<file path="src/design/pl_cfg.svh">
// Timing constants of the pulse link and state timers
`ifndef PL_CFG_SVH
`define PL_CFG_SVH
`define PL_CLK_MHZ 125
`define PL_CYC_CEIL(ns) ((((ns) * `PL_CLK_MHZ) + 999) / 1000)
`define PL_CYC_FLOOR(ns) (((ns) * `PL_CLK_MHZ) / 1000)
`define PL_CYC_PER_S (`PL_CLK_MHZ * 1000000)
`define PL_T_SLEEP_S 2
`define PL_T_REFUP_US 3500
`define PL_T_READY_NS 10000
`define PL_T_DATA_DLY_NS 265
`define PL_T_HPW_CS_NS 150
`define PL_T_HPW_D_NS 50
`define PL_T_GOV5_NS 670
`define PL_T_GOV6_NS 860
`define PL_T_BLOCK_NS 2000
`define PL_SYNC_LAT 3
`define PL_FLAG_LAT 1
`define PL_DTO_BASE 4'h0
`define PL_TMR_W 32
`endif

</file>
<file path="src/design/pl_pkg.sv">
// Types of the pulse link block
package pl_pkg;
  typedef enum logic [1:0] {TX_IDLE, TX_HALF1, TX_HALF2} pl_tx_st_t;

  typedef struct packed {
    logic sel_s1;
    logic sel_s2;
    logic sel_d;
    logic sck_s1;
    logic sck_s2;
    logic sck_d;
    logic sdi_s1;
    logic sdi_s2;
    logic wake_s1;
    logic wake_s2;
    logic wake_d;
    pl_tx_st_t st;
    logic [4:0] half;
    logic is_long;
    logic pos;
    logic [5:0] dly;
    logic dpend;
    logic dbit;
    logic cpend;
    logic clvl;
    logic [6:0] gov;
    logic txp;
    logic txm;
    logic ready;
    logic timeout;
    logic conv_go;
    logic blocked;
  } pl_state_t;

  typedef struct packed {
    logic [31:0] cnt;
    logic done;
  } pl_tmr_state_t;
endpackage

</file>
<file path="src/design/pl_tmr_if.sv">
// Start and expiry signals between the block and one timer
`timescale 1ns/100ps
interface pl_tmr_if;
  logic start;
  logic [31:0] len;
  logic busy;
  logic done;
  modport ctl (output start, output len, input busy, input done);
  modport tmr (input start, input len, output busy, output done);
endinterface

</file>
<file path="src/design/pl_timer.sv">
// Down-counting timer with one-cycle expiry pulse
`timescale 1ns/100ps
`include "pl_cfg.svh"
module pl_timer (
  input wire logic i_clk_sys,
  input wire logic i_reset_n,
  pl_tmr_if.tmr t
);
  pl_pkg::pl_tmr_state_t r_r;
  pl_pkg::pl_tmr_state_t r_nxt;

  always_comb begin
    r_nxt = r_r;
    r_nxt.done = 1'b0;
    if (t.start) begin
      r_nxt.cnt = t.len;
    end else if (r_r.cnt != 32'h0) begin
      r_nxt.cnt = r_r.cnt - 32'h1;
      r_nxt.done = (r_r.cnt == 32'h1);
    end
  end

  always_ff @(posedge i_clk_sys or negedge i_reset_n) begin
    if (!i_reset_n) begin
      r_r <= '0;
    end else begin
      r_r <= r_nxt;
    end
  end

  assign t.busy = (r_r.cnt != 32'h0);
  assign t.done = r_r.done;
endmodule

</file>
<file path="src/design/pl_link.sv">
// Pulse link transmitter with governors and state timers
`timescale 1ns/100ps
`include "pl_cfg.svh"
// How it works
// RULE1 - Watchdog timer expires after two seconds when timeout field is zero.
// RULE2 - Start from standby waits 3.5 ms for the reference; otherwise none.
// RULE3 - Wake on the link leads to ready within 10 microseconds.
// RULE4 - Short data pulse follows each clock rise by about 265 ns.
// RULE5 - Each select transition sends a long pulse within 100 ns.
// RULE6 - Release long pulse to next assert long pulse spaced 0.67 us.
// RULE7 - Last data pulse to next select long pulse spaced 0.86 us.
// RULE8 - Direction reversal blocks port activity for 2 to 10 us.
// RULE9 - Host keeps select released at least 2 us between transactions.
// RULE10 - Long pulses mark select edges; short pulses carry data by polarity.
module pl_link #(
  parameter int unsigned P_SLEEP_CYC = `PL_T_SLEEP_S * `PL_CYC_PER_S,
  parameter int unsigned P_REFUP_CYC = `PL_T_REFUP_US * `PL_CLK_MHZ
) (
  input wire logic i_clk_sys,
  input wire logic i_reset_n,
  input wire logic i_port_select_n,
  input wire logic i_sck,
  input wire logic i_sdi,
  input wire logic i_wake,
  input wire logic i_dir_rev,
  input wire logic i_conv_req,
  input wire logic i_standby,
  input wire logic i_wdt_kick,
  input wire logic [3:0] i_discharge_timeout_field,
  output logic o_link_pos,
  output logic o_link_neg,
  output logic o_ready,
  output logic o_timeout,
  output logic o_conv_go,
  output logic o_blocked
);
  localparam logic [5:0] DATA_DLY =
    6'(`PL_CYC_FLOOR(`PL_T_DATA_DLY_NS) - `PL_SYNC_LAT);
  localparam logic [4:0] HPW_CS = 5'(`PL_CYC_FLOOR(`PL_T_HPW_CS_NS));
  localparam logic [4:0] HPW_D = 5'(`PL_CYC_FLOOR(`PL_T_HPW_D_NS));
  localparam logic [6:0] GOV5 = 7'(`PL_CYC_CEIL(`PL_T_GOV5_NS));
  localparam logic [6:0] GOV6 = 7'(`PL_CYC_CEIL(`PL_T_GOV6_NS));
  // Counted from the wake pin, so sync and flag stages come off the top
  localparam logic [31:0] READY_CYC =
    32'(`PL_CYC_FLOOR(`PL_T_READY_NS) - `PL_SYNC_LAT - `PL_FLAG_LAT);
  localparam logic [31:0] BLOCK_CYC = 32'(`PL_CYC_CEIL(`PL_T_BLOCK_NS));

  pl_pkg::pl_state_t s_r;
  pl_pkg::pl_state_t s_nxt;
  logic sel_edge;
  logic sck_rise;
  logic wake_rise;
  logic act;

  pl_tmr_if t_sleep ();
  pl_tmr_if t_refup ();
  pl_tmr_if t_ready ();
  pl_tmr_if t_block ();

  pl_timer u_sleep (.i_clk_sys(i_clk_sys), .i_reset_n(i_reset_n),
    .t(t_sleep));
  pl_timer u_refup (.i_clk_sys(i_clk_sys), .i_reset_n(i_reset_n),
    .t(t_refup));
  pl_timer u_ready (.i_clk_sys(i_clk_sys), .i_reset_n(i_reset_n),
    .t(t_ready));
  pl_timer u_block (.i_clk_sys(i_clk_sys), .i_reset_n(i_reset_n),
    .t(t_block));

  assign sel_edge = s_r.sel_s2 ^ s_r.sel_d;
  assign sck_rise = s_r.sck_s2 & ~s_r.sck_d & ~s_r.sel_s2;
  assign wake_rise = s_r.wake_s2 & ~s_r.wake_d;
  // Link events are ignored while asleep or inside the reversal window
  assign act = s_r.ready & ~t_block.busy; // RULE8

  always_comb begin
    s_nxt = s_r;
    s_nxt.timeout = 1'b0;
    s_nxt.conv_go = 1'b0;
    t_sleep.start = 1'b0;
    t_refup.start = 1'b0;
    t_ready.start = 1'b0;
    t_block.start = 1'b0;
    // Only codes other than zero stretch the period; zero is the base
    if (i_discharge_timeout_field == `PL_DTO_BASE) begin
      t_sleep.len = P_SLEEP_CYC; // RULE1
    end else begin
      t_sleep.len = P_SLEEP_CYC * (32'(i_discharge_timeout_field) + 32'h1);
    end
    t_refup.len = P_REFUP_CYC;
    t_ready.len = READY_CYC;
    t_block.len = BLOCK_CYC;

    // Select, clock, data and wake pins pass two flops before any logic looks at them
    s_nxt.sel_s1 = i_port_select_n;
    s_nxt.sel_s2 = s_r.sel_s1;
    s_nxt.sel_d = s_r.sel_s2;
    s_nxt.sck_s1 = i_sck;
    s_nxt.sck_s2 = s_r.sck_s1;
    s_nxt.sck_d = s_r.sck_s2;
    s_nxt.sdi_s1 = i_sdi;
    s_nxt.sdi_s2 = s_r.sdi_s1;
    s_nxt.wake_s1 = i_wake;
    s_nxt.wake_s2 = s_r.wake_s1;
    s_nxt.wake_d = s_r.wake_s2;

    if (s_r.gov != 7'h0) begin
      s_nxt.gov = s_r.gov - 7'h1;
    end
    if (s_r.dpend && s_r.dly != 6'h0) begin
      s_nxt.dly = s_r.dly - 6'h1;
    end

    case (s_r.st)
      pl_pkg::TX_IDLE: begin
        // Data first: a select pulse must trail the last data pulse
        if (s_r.dpend && s_r.dly == 6'h0) begin
          s_nxt.is_long = 1'b0; // RULE10
          s_nxt.pos = s_r.dbit; // RULE4
          s_nxt.dpend = 1'b0;
          s_nxt.half = HPW_D;
          s_nxt.st = pl_pkg::TX_HALF1;
        end else if (s_r.cpend && s_r.gov == 7'h0) begin
          s_nxt.is_long = 1'b1; // RULE10
          s_nxt.pos = s_r.clvl; // RULE5
          s_nxt.cpend = 1'b0;
          s_nxt.half = HPW_CS;
          s_nxt.st = pl_pkg::TX_HALF1;
        end
      end
      pl_pkg::TX_HALF1: begin
        s_nxt.half = s_r.half - 5'h1;
        if (s_r.half == 5'h1) begin
          s_nxt.half = s_r.is_long ? HPW_CS : HPW_D;
          s_nxt.st = pl_pkg::TX_HALF2;
        end
      end
      pl_pkg::TX_HALF2: begin
        s_nxt.half = s_r.half - 5'h1;
        if (s_r.half == 5'h1) begin
          s_nxt.st = pl_pkg::TX_IDLE;
          if (!s_r.is_long) begin
            s_nxt.gov = GOV6; // RULE7
          end else if (s_r.pos) begin
            s_nxt.gov = GOV5; // RULE6
          end
        end
      end
      default: begin
        s_nxt.st = pl_pkg::TX_IDLE;
      end
    endcase

    // Events after the transmitter so a new one is never lost
    if (sel_edge && act) begin
      s_nxt.cpend = 1'b1; // RULE5
      s_nxt.clvl = s_r.sel_s2;
      t_sleep.start = 1'b1;
    end
    if (sck_rise && act) begin
      s_nxt.dpend = 1'b1; // RULE4
      s_nxt.dbit = s_r.sdi_s2;
      s_nxt.dly = DATA_DLY;
    end

    if (wake_rise && !s_r.ready && !t_ready.busy) begin
      t_ready.start = 1'b1; // RULE3
    end
    if (t_ready.done) begin
      s_nxt.ready = 1'b1; // RULE3
      t_sleep.start = 1'b1;
    end
    if (i_wdt_kick) begin
      t_sleep.start = 1'b1;
    end
    if (t_sleep.done && !t_sleep.start) begin
      s_nxt.ready = 1'b0; // RULE1
      s_nxt.timeout = 1'b1;
    end

    if (i_dir_rev) begin
      t_block.start = 1'b1; // RULE8
    end
    s_nxt.blocked = t_block.busy | t_block.start;

    if (i_conv_req) begin
      if (i_standby) begin
        t_refup.start = 1'b1; // RULE2
      end else begin
        s_nxt.conv_go = 1'b1; // RULE2
      end
    end
    if (t_refup.done) begin
      s_nxt.conv_go = 1'b1;
    end

    // First half carries the polarity, second half its inverse
    s_nxt.txp = 1'b0;
    s_nxt.txm = 1'b0;
    if (s_nxt.st == pl_pkg::TX_HALF1) begin
      s_nxt.txp = s_nxt.pos;
      s_nxt.txm = ~s_nxt.pos;
    end else if (s_nxt.st == pl_pkg::TX_HALF2) begin
      s_nxt.txp = ~s_nxt.pos;
      s_nxt.txm = s_nxt.pos;
    end
  end

  always_ff @(posedge i_clk_sys or negedge i_reset_n) begin
    if (!i_reset_n) begin
      s_r <= '0;
      s_r.sel_s1 <= 1'b1;
      s_r.sel_s2 <= 1'b1;
      s_r.sel_d <= 1'b1;
    end else begin
      s_r <= s_nxt;
    end
  end

  assign o_link_pos = s_r.txp;
  assign o_link_neg = s_r.txm;
  assign o_ready = s_r.ready;
  assign o_timeout = s_r.timeout;
  assign o_conv_go = s_r.conv_go;
  assign o_blocked = s_r.blocked;
endmodule

</file>
<file path="config.mk">
export PLATFORM = sky130hd
export DESIGN_NAME = pl_link
export DESIGN_NICKNAME = d
export VERILOG_FILES = /design/src/design/pl_pkg.sv /design/src/design/pl_tmr_if.sv /design/src/design/pl_timer.sv /design/src/design/pl_link.sv
export VERILOG_INCLUDE_DIRS = /design/src /design/src/design
export SDC_FILE = /design/constraint.sdc
export NUM_CORES = 1
export LEC_CHECK = 0
export BUFFER_PORTS_ARGS = -buffer_cell sky130_fd_sc_hd__buf_2
export CELL_PAD_IN_SITES_DETAIL_PLACEMENT = 0
export CELL_PAD_IN_SITES_GLOBAL_PLACEMENT = 1
export CORE_MARGIN = 8
export CORE_UTILIZATION = 30
export CTS_BUF_LIST = sky130_fd_sc_hd__clkbuf_2 sky130_fd_sc_hd__clkbuf_4 sky130_fd_sc_hd__clkbuf_8
export CTS_CLUSTER_DIAMETER = 60
export CTS_CLUSTER_SIZE = 14
export DETAILED_ROUTE_END_ITERATION = 12
export GPL_TIMING_DRIVEN = 0
export PLACE_DENSITY_LB_ADDON = 0.1
export REMOVE_ABC_BUFFERS = 1
export SKIP_CTS_REPAIR_TIMING = 1
export SLEW_MARGIN = 20
export SYNTH_ARGS = -nofsm -noshare
export SYNTH_HDL_FRONTEND = slang
export SYNTH_SLANG_ARGS = --single-unit
</file>
<file path="constraint.sdc">
create_clock -name i_clk_sys -period 3.7 [get_ports i_clk_sys]
set_input_delay 0.74 -clock i_clk_sys [delete_from_list [all_inputs] [get_ports i_clk_sys]]
set_output_delay 0.74 -clock i_clk_sys [all_outputs]
set_load 0.02 [all_outputs]
</file>
; Word-level counts from Yosys, hierarchy flattened
; Cells that the tools add are included.
[word_totals]
register_bits = 174
input_bits = 14
output_inout_bits = 6
[op_classes]
add_sub_neg = 8
multipliers = 1
eq_ne = 11
mux = 47
bitwise_logic = 11
reduce_logical = 37
[op_table]
columns = cell, n
row1 = $mux 32, 5
row2 = $mux 33, 4
row3 = $eq 32x1->1 const B, 4
row4 = $reduce_bool 32->1, 4
row5 = $sub 32x1->32 const B, 4
row6 = $mux 7, 6
row7 = $mul 21x5->25 const A, 1
row8 = $reduce_bool 2->1, 11
row9 = $mux 1, 20
row10 = $mux 9, 2
row11 = $pmux 5 s3, 1
row12 = $mux 2, 5
row13 = $logic_and 1x1->1, 8
row14 = $mux 8, 1
row15 = $logic_not 7->1, 1
row16 = $reduce_bool 7->1, 1
row17 = $sub 7x1->7 const B, 1
row18 = $logic_not 6->1, 1
row19 = $mux 6, 1
row20 = $pmux 2 s3, 1
row21 = $reduce_and 2->1, 3
row22 = $reduce_bool 6->1, 1
row23 = $sub 6x1->6 const B, 1
row24 = $add 4x1->5 const B, 1
row25 = 16 further kinds, 27

; Logic depth before layout (Yosys ltp)
; Gate-level depths: netlist of run 1.
[depth]
word_depth = 10
ltp_mapped = 18

; Cells and area by module
; A second synthesis of run 1 with hierarchy kept.
[unflattened]
cells_unflattened = 1317
area_unflattened_um2 = 12228.0
[by_module_without_submodules]
columns = mod, n_inst, cells_per_inst, area_each_um2
row1 = pl_timer (u_refup ...), 2, 223, 2060.7
row2 = pl_timer (u_block ...), 2, 215, 2030.7
row3 = pl_link, 1, 441, 4045.1

; Least setup slack after synthesis of run 1
; No wires, ideal clock.
[synth_timing]
kind = input-to-reg
startpoint = input port i_discharge_timeout_field[0]
endpoint = register u_sleep.r_r[29] in the netlist's numbering
setup_time_ns = 0.134
arrival_time_ns = 4.436
required_ns = 3.566
path_slack_ns = -0.870
stages = 16
path_cell_list = clkbuf_1 nand3_1 xnor2_1 ha_1 xor2_1 ha_1 or2_2 fa_1 ha_1 a21o_1 a21oi_1 or2_2 o41ai_1 o211ai_1 xor2_1 o22ai_1
[synth_between]
elab_chain_cells = 4
word_cells_on_any_way = 5
[synth_lines]
columns = element, line
row1 = "start, declared", pl_link.sv:29  ; input wire logic [3:0] i_discharge_timeout_field,
row2 = $add 4x1->5, pl_link.sv:87  ; t_sleep.len = P_SLEEP_CYC * (32'(i_discharge_timeout_field) + 32'h1);
row3 = $mul 21x5->25, pl_link.sv:87
row4 = $mux 32 *, pl_link.sv:84  ; if (i_discharge_timeout_field == `PL_DTO_BASE) begin
row5 = $mux 32 *, pl_timer.sv:15  ; if (t.start) begin
row6 = "end signal, assigned", pl_timer.sv:27  ; r_r <= r_nxt;
row7 = "end, declared", pl_timer.sv:9  ; pl_pkg::pl_tmr_state_t r_r;
; Every way passes the cells marked *; elsewhere a longest branch is shown, timed or not.
; A chain may end at the register's enable or synchronous reset.

; Worst setup path after layout of run 1
[layout_timing]
startpoint = input port i_discharge_timeout_field[0]
endpoint = register u_sleep.r_r[32] in the netlist's numbering
; Same word-level chain as after synthesis.

==> results.cfg, run 1 <==
[cts]
cts_buffers = 17
cts_tree = done
clk_pin_slew_ns = 0.10
cts_root_buffer = clkbuf_8
clk_latency_ns = 0.47
cts_max_level = 4
clkSinkCount = 174
clock_path_buffers = 2

[timing]
finalSetupViolCount = 4
drv_slew = 0
worst_pin_slew_ns = 0.948
fin_crit_sh = 1.06
rsz0062_at_grt = yes
timing.setup.tns_ns = -0.629
fin_crit_ns = 3.91
hold_viol = 0
fmax_ghz = 0.256
layout_setup_ws_ns = -0.211
relSlewSlack = 0.359
finClkSkew_ns = 0.0161

[critical_path]
worstReg2RegStart = u_block.r_r[5]
cp_common_cell = ha_4
cp-start-kind = input port
cp_max_fo = 5
cp.arrival_ns = 4.23
startpoint = i_discharge_timeout_field[0]
worstPathRequired_ns = 4.02
cp.buffers_inverters = 3
path_class = input port to flip-flop
worst_path_largest_cell_delay_ns = 0.41
path_delay_family = adder cells
cp_slowest_cell = fa_2
cp-end-kind = flip-flop
path_cells = buf_16, ha_4, xnor2_4, inv_2, ha_4, xor2_4, ha_2, or2_4, fa_2, ha_4, buf_6, nand2_4, nor4bb_4, o21ai_2, a311o_1, mux2i_1, o221ai_1

[route]
wirelength_um = 24400
drc = 0
wire_per_inst_um = 15.2
viasPerCell = 4.85
drt_pass1_iterations = 5
ant_nets = 0
vias = 7768
drtIter0Drc = 363

[grt]
grt_pass1_wl_um = 40500
grt_max_degree = 85
grt_usage = 0.119
grt_pass1_vias = 7767
antenna_found_initial = 0
gr-total-overflow = 0

[placed_design]
place_congestion = 0.739
preCtsSetupSlack_ns = -1.99
hpwl_um = 16900
dpl.cell_count = 1531
port_buffers = 19

[die]
die_h_um = 203
die_x_um = 203
rows = 68
die_area_um2 = 41200
design.core.area_um2 = 34500
ioPinCount = 20
start_util = 0.304

[final_layout]
diodes = 0
area_delta_synth_final_pct = 18.9
utilization = 0.362
drive_gt1_frac = 0.173
fin_cells = 1602
fin_nets = 1229

[power_and_ir_drop]
ir_drop_mv = 0.182
intPower_w = 0.00361
clockPowerShare = 0.258
p_comb_frac = 0.341
p_total_w = 0.00549
p_sw_frac = 0.343
p_per_area_nw_per_um2 = 440
seqPwrFrac = 0.402
switching_power_w = 0.00188
leakagePower_nw = 5.48

[hold_path]
hold_class = input port to async pin

[synth]
avgSynthCellArea_um2 = 9.75
synth_top_cell_area_share = 0.408
synth_flop_cell = dfrtp_1
synth_area_leaders = dfrtp_1 41%, ha_1 8.0%, xnor2_1 6.3%, xor2_1 4.8%, nor2_1 4.4%
ys_seq_area_frac = 0.416
ys_ff_latch = 174
syn_inst = 1075
synth_edf_count = 0
syn_area_um2 = 10500
ys_types = 82
synth_largest_area_cell = dfrtp_1
ys_warn_count = 0
async_flop_share = 1.00

[outcome]
outcome = finished with violations
violations = setup timing

[job]
maxCapViolCount = 0
path summary, 6_finish.rpt:
| check | endpoint | slack, ns | cells past startpoint |
|---|---|---|---|
| max reg2reg | u_sleep.r_r[32] | 0.29 | 7 |
| min reg2reg | s_nxt[32] | 0.35 | 0 |
| max in group asynchronous | s_r[40] | 2.56 | 3 |
| max | u_sleep.r_r[32] | -0.21 | 17 |
| min | u_block.r_r[15] | 0.08 | 1 |
| min in group i_clk_sys | s_nxt[32] | 0.35 | 0 |
cell usage after synthesis (5+ instances only):
| library cell | instances |
|---|---|
| a21o_1 | 8 |
| a21oi_1 | 53 |
| and2_1 | 10 |
| and4_1 | 5 |
| buf_2 | 5 |
| clkbuf_1 | 14 |
| dfrtp_1 | 171 |
| fa_1 | 14 |
| ha_1 | 67 |
| inv_1 | 54 |
| mux2i_1 | 6 |
| nand2_1 | 72 |
| nand2b_1 | 18 |
| nand3_1 | 22 |
| nand4_1 | 10 |
| nor2_1 | 124 |
| nor2b_1 | 6 |
| nor3_1 | 45 |
| nor4_1 | 26 |
| o211ai_1 | 5 |
| o21a_1 | 5 |
| o21ai_0 | 31 |
| o22ai_1 | 11 |
| o31ai_1 | 5 |
| o41ai_1 | 7 |
| or2_2 | 10 |
| or3_1 | 26 |
| or4_1 | 17 |
| xnor2_1 | 75 |
| xor2_1 | 57 |
layout by cell type, fill, tap and decap left out, types with 5 or more instances in the layout:
cell / instances
nand2b_1: 17
or4_1: 16
inv_6: 7
inv_2: 7
ha_4: 19
xnor2_1: 72
nand3_1: 21
nand4_1: 10
buf_4: 37
and4_1: 5
and2_1: 9
a21o_1: 8
dfrtp_1: 171
or2_4: 6
a21oi_1: 48
xor2_1: 56
inv_1: 45
o21ai_0: 29
o22ai_1: 11
or4_4: 5
nor3_1: 45
o41ai_1: 6
clkbuf_8: 19
ha_1: 46
nor2b_1: 6
or3_1: 26
fa_1: 10
nand2_1: 69
o211ai_1: 5
mux2i_1: 6
buf_2: 14
nor2_1: 119
nor4_1: 26
flip-flops by register name (all words and copies together) (netlist names):
signal and count:
u_block.r_r 32, u_ready.r_r 32, u_refup.r_r 32, u_sleep.r_r 32
s_r 30, s_nxt 7, o_blocked 1, o_conv_go 1
o_link_neg 1, o_link_pos 1, o_ready 1, o_timeout 1
u_ready.t.done 1, u_refup.t.done 1, u_sleep.t.done 1
stage by stage:
| step | cell area (µm²) | hold slack [ns] |
|---|---|---|
| final | 12500 | 0.0830 |
| after CTS | 11500 | 0.0428 |
| after global routing | 12500 | 0.0503 |
| after floorplan | 10400 | 0.331 |
| after detailed placement | 11100 | 0.336 |
| after global placement | 11100 | 0.339 |
cell families after synthesis:
| kind of cell | Yosys count | share of synthesized area |
|---|---|---|
| DFF | 174 | 0.416 |
| AOI/OAI and AO/OA | 165 | 0.100 |
| xor gates and xnor gates | 132 | 0.110 |
| muxes | 10 | 0.0104 |
| and+or+nand+nor | 438 | 0.228 |
| adders and majority gates | 81 | 0.107 |
| buffers and inverters | 75 | 0.0285 |
layout make-up:
type | count | area [µm²]
clock buffers | 19 | 262
clock inverters | 13 | 150
fillers | 3470 | 22000
inverters | 54 | 209
multi-input cells | 826 | 6380
flip-flops and latches | 174 | 4360
well taps | 455 | 569
repair buffers | 61 | 532
power groups by stage:
| stage | clock network, W | logic [W] | registers, W |
|---|---|---|---|
| 2_1_floorplan | 0 | 0.00104 | 0.00221 |
| 3_3_place_gp | 0 | 0.00141 | 0.00224 |
| 3_5_place_dp | 0 | 0.00140 | 0.00224 |
| 4_1_cts | 0.00149 | 0.00142 | 0.00221 |
| 5_1_grt | 0.00155 | 0.00208 | 0.00224 |
| 6_report | 0.00141 | 0.00187 | 0.00221 |
layer usage:
layer	track usage	vias up	wire, µm
li1	-	3909	-
met1	0.165	3783	12400
met2	0.189	60	11300
met3	0.0185	16	437
met4	0.0303	0	318
met5	0	-	0
(Power assumes the default switching activity.)
==> run 2, diff against run 1 <==
- CELL_PAD_IN_SITES_DETAIL_PLACEMENT: 0 -> unset
- CELL_PAD_IN_SITES_GLOBAL_PLACEMENT: 1 -> unset
- PLACE_DENSITY_LB_ADDON: 0.1 -> unset
==> results.cfg, run 2 (synthesis gave the netlist of run 1 again) <==
[critical_path]
path_cells = buf_16, ha_4, xnor2_4, inv_2, ha_4, inv_4, nor2_4, nor2_4, ha_4, fa_2, ha_4, nand2_2, a21oi_2, nor4bb_4, o21ai_2, buf_4, buf_4, a31oi_2, xnor2_1, o22ai_1
cp-start-kind = input port
path_delay_family = adder cells
cp_slowest_cell = nor4bb_4
path_class = input port to flip-flop
cp_max_fo = 5
cp_common_cell = ha_4
cp.arrival_ns = 4.19
worstPathRequired_ns = 4.03
cp-end-kind = flip-flop
worst_path_largest_cell_delay_ns = 0.46
cp.buffers_inverters = 5

[final_layout]
final_cell_mix = 171 x dfrtp_1, 119 x nor2_1, 72 x xnor2_1
diodes = 0
seqCellArea_um2 = 4360
drive_gt1_frac = 0.151
fillers = 3441
multi_input_area_um2 = 6310
area_delta_synth_final_pct = 16.0
layout_commonest_cell = dfrtp_1
fin_nets = 1208

[power_and_ir_drop]
p_total_w = 0.00527
p_per_area_nw_per_um2 = 433
leakagePower_nw = 5.34
ir_drop_mv = 0.289

[grt]
antenna_found_initial = 0
grt_usage = 0.104
grt_max_degree = 96
gr-total-overflow = 0
grt_pass1_vias = 7596
grt_pass1_wl_um = 36300

[timing]
fmax_ghz = 0.259
finClkSkew_ns = 0.0180
relSlewSlack = 0.361
drv_slew = 0
hold_viol = 0
timing.setup.tns_ns = -0.617
fin_crit_sh = 1.04
fin_crit_ns = 3.86
layout_setup_ws_ns = -0.160
finalSetupViolCount = 5
rsz0062_at_grt = yes
worst_pin_slew_ns = 0.958

[job]
maxCapViolCount = 0

[hold_path]
hold_class = input port to async pin

[cts]
cts_buffers = 17
clkSinkCount = 174
clk_latency_ns = 0.47
cts_max_level = 4
clk_pin_slew_ns = 0.10
clock_path_buffers = 2
cts_tree = done
cts_root_buffer = clkbuf_8

[route]
drc = 0
drtIter0Drc = 465
wirelength_um = 21900
viasPerCell = 4.93
drt_pass1_iterations = 5
ant_nets = 0
vias = 7791
wire_per_inst_um = 13.8

[die]
die_h_um = 203
start_util = 0.304
ioPinCount = 20
die_area_um2 = 41200
rows = 68
die_x_um = 203
design.core.area_um2 = 34500

[placed_design]
place_congestion = 0.809
port_buffers = 19
hpwl_um = 14800

[outcome]
outcome = finished with violations
violations = setup timing
## run 2: stage by stage
stage / worst slack, ns / cells / hold WS [ns] / area (µm²) / utilization
after floorplan: -0.783 / 1054 / 0.331 / 10400 / -
after global placement: -1.69 / 1528 / 0.335 / 11100 / 0.321
after detailed placement: -1.75 / 1530 / 0.335 / 11100 / 0.322
after CTS: -1.25 / 1562 / 0.272 / 11500 / 0.333
after global routing: -0.292 / 1581 / 0.297 / 12200 / 0.353
final: -0.160 / 1581 / 0.265 / 12200 / 0.353
## run 2: path summary, 6_finish.rpt
check	start	end	slack [ns]	cells after the start
worst max-delay path	i_discharge_timeout_field[0]	u_sleep.r_r[30]	-0.16	20
worst min-delay path	i_reset_n	u_block.r_r[19]	0.26	1
worst max register to register	u_block.r_r[5]	u_sleep.r_r[32]	0.26	8
worst min register to register	s_nxt[38]	s_nxt[37]	0.36	0
max in group asynchronous	i_reset_n	s_nxt[40]	2.55	2
min in group i_clk_sys	s_nxt[38]	s_nxt[37]	0.36	0
## run 2: worst reg2reg max path, stage by stage, from the launching register on
cell and delay (ns):
dfrtp_1 0.44, or4_1 0.65, nor4_1 0.37, and4_1 0.36, a311oi_2 0.22, buf_4 0.24
a21oi_2 0.70, o21ai_0 0.27, o221ai_1 0.13
## run 2: final cells by class
type / instances / share of cell area
multi-input combinational: 826 / 0.519
sequential: 174 / 0.358
tap: 455 / 0.0468
timing repair buffer: 40 / 0.0274
clock buffer: 17 / 0.0192
inverter: 54 / 0.0172
clock inverter: 15 / 0.0124
## run 2: power breakdown
part           leakage, nW  internal, W  total, W  switching, W
Sequential            2.23      0.00206   0.00220      0.000146
Combinational         2.91     0.000817   0.00175      0.000932
Clock                0.197     0.000557   0.00132      0.000758
## run 2: layer usage
layer  vias up  wire, µm  track usage
met3        19       637       0.0182
met4         0       239       0.0339
li1       3869         -            -
met1      3792     10400        0.135
met5         -         0            0
met2       111     10600        0.171
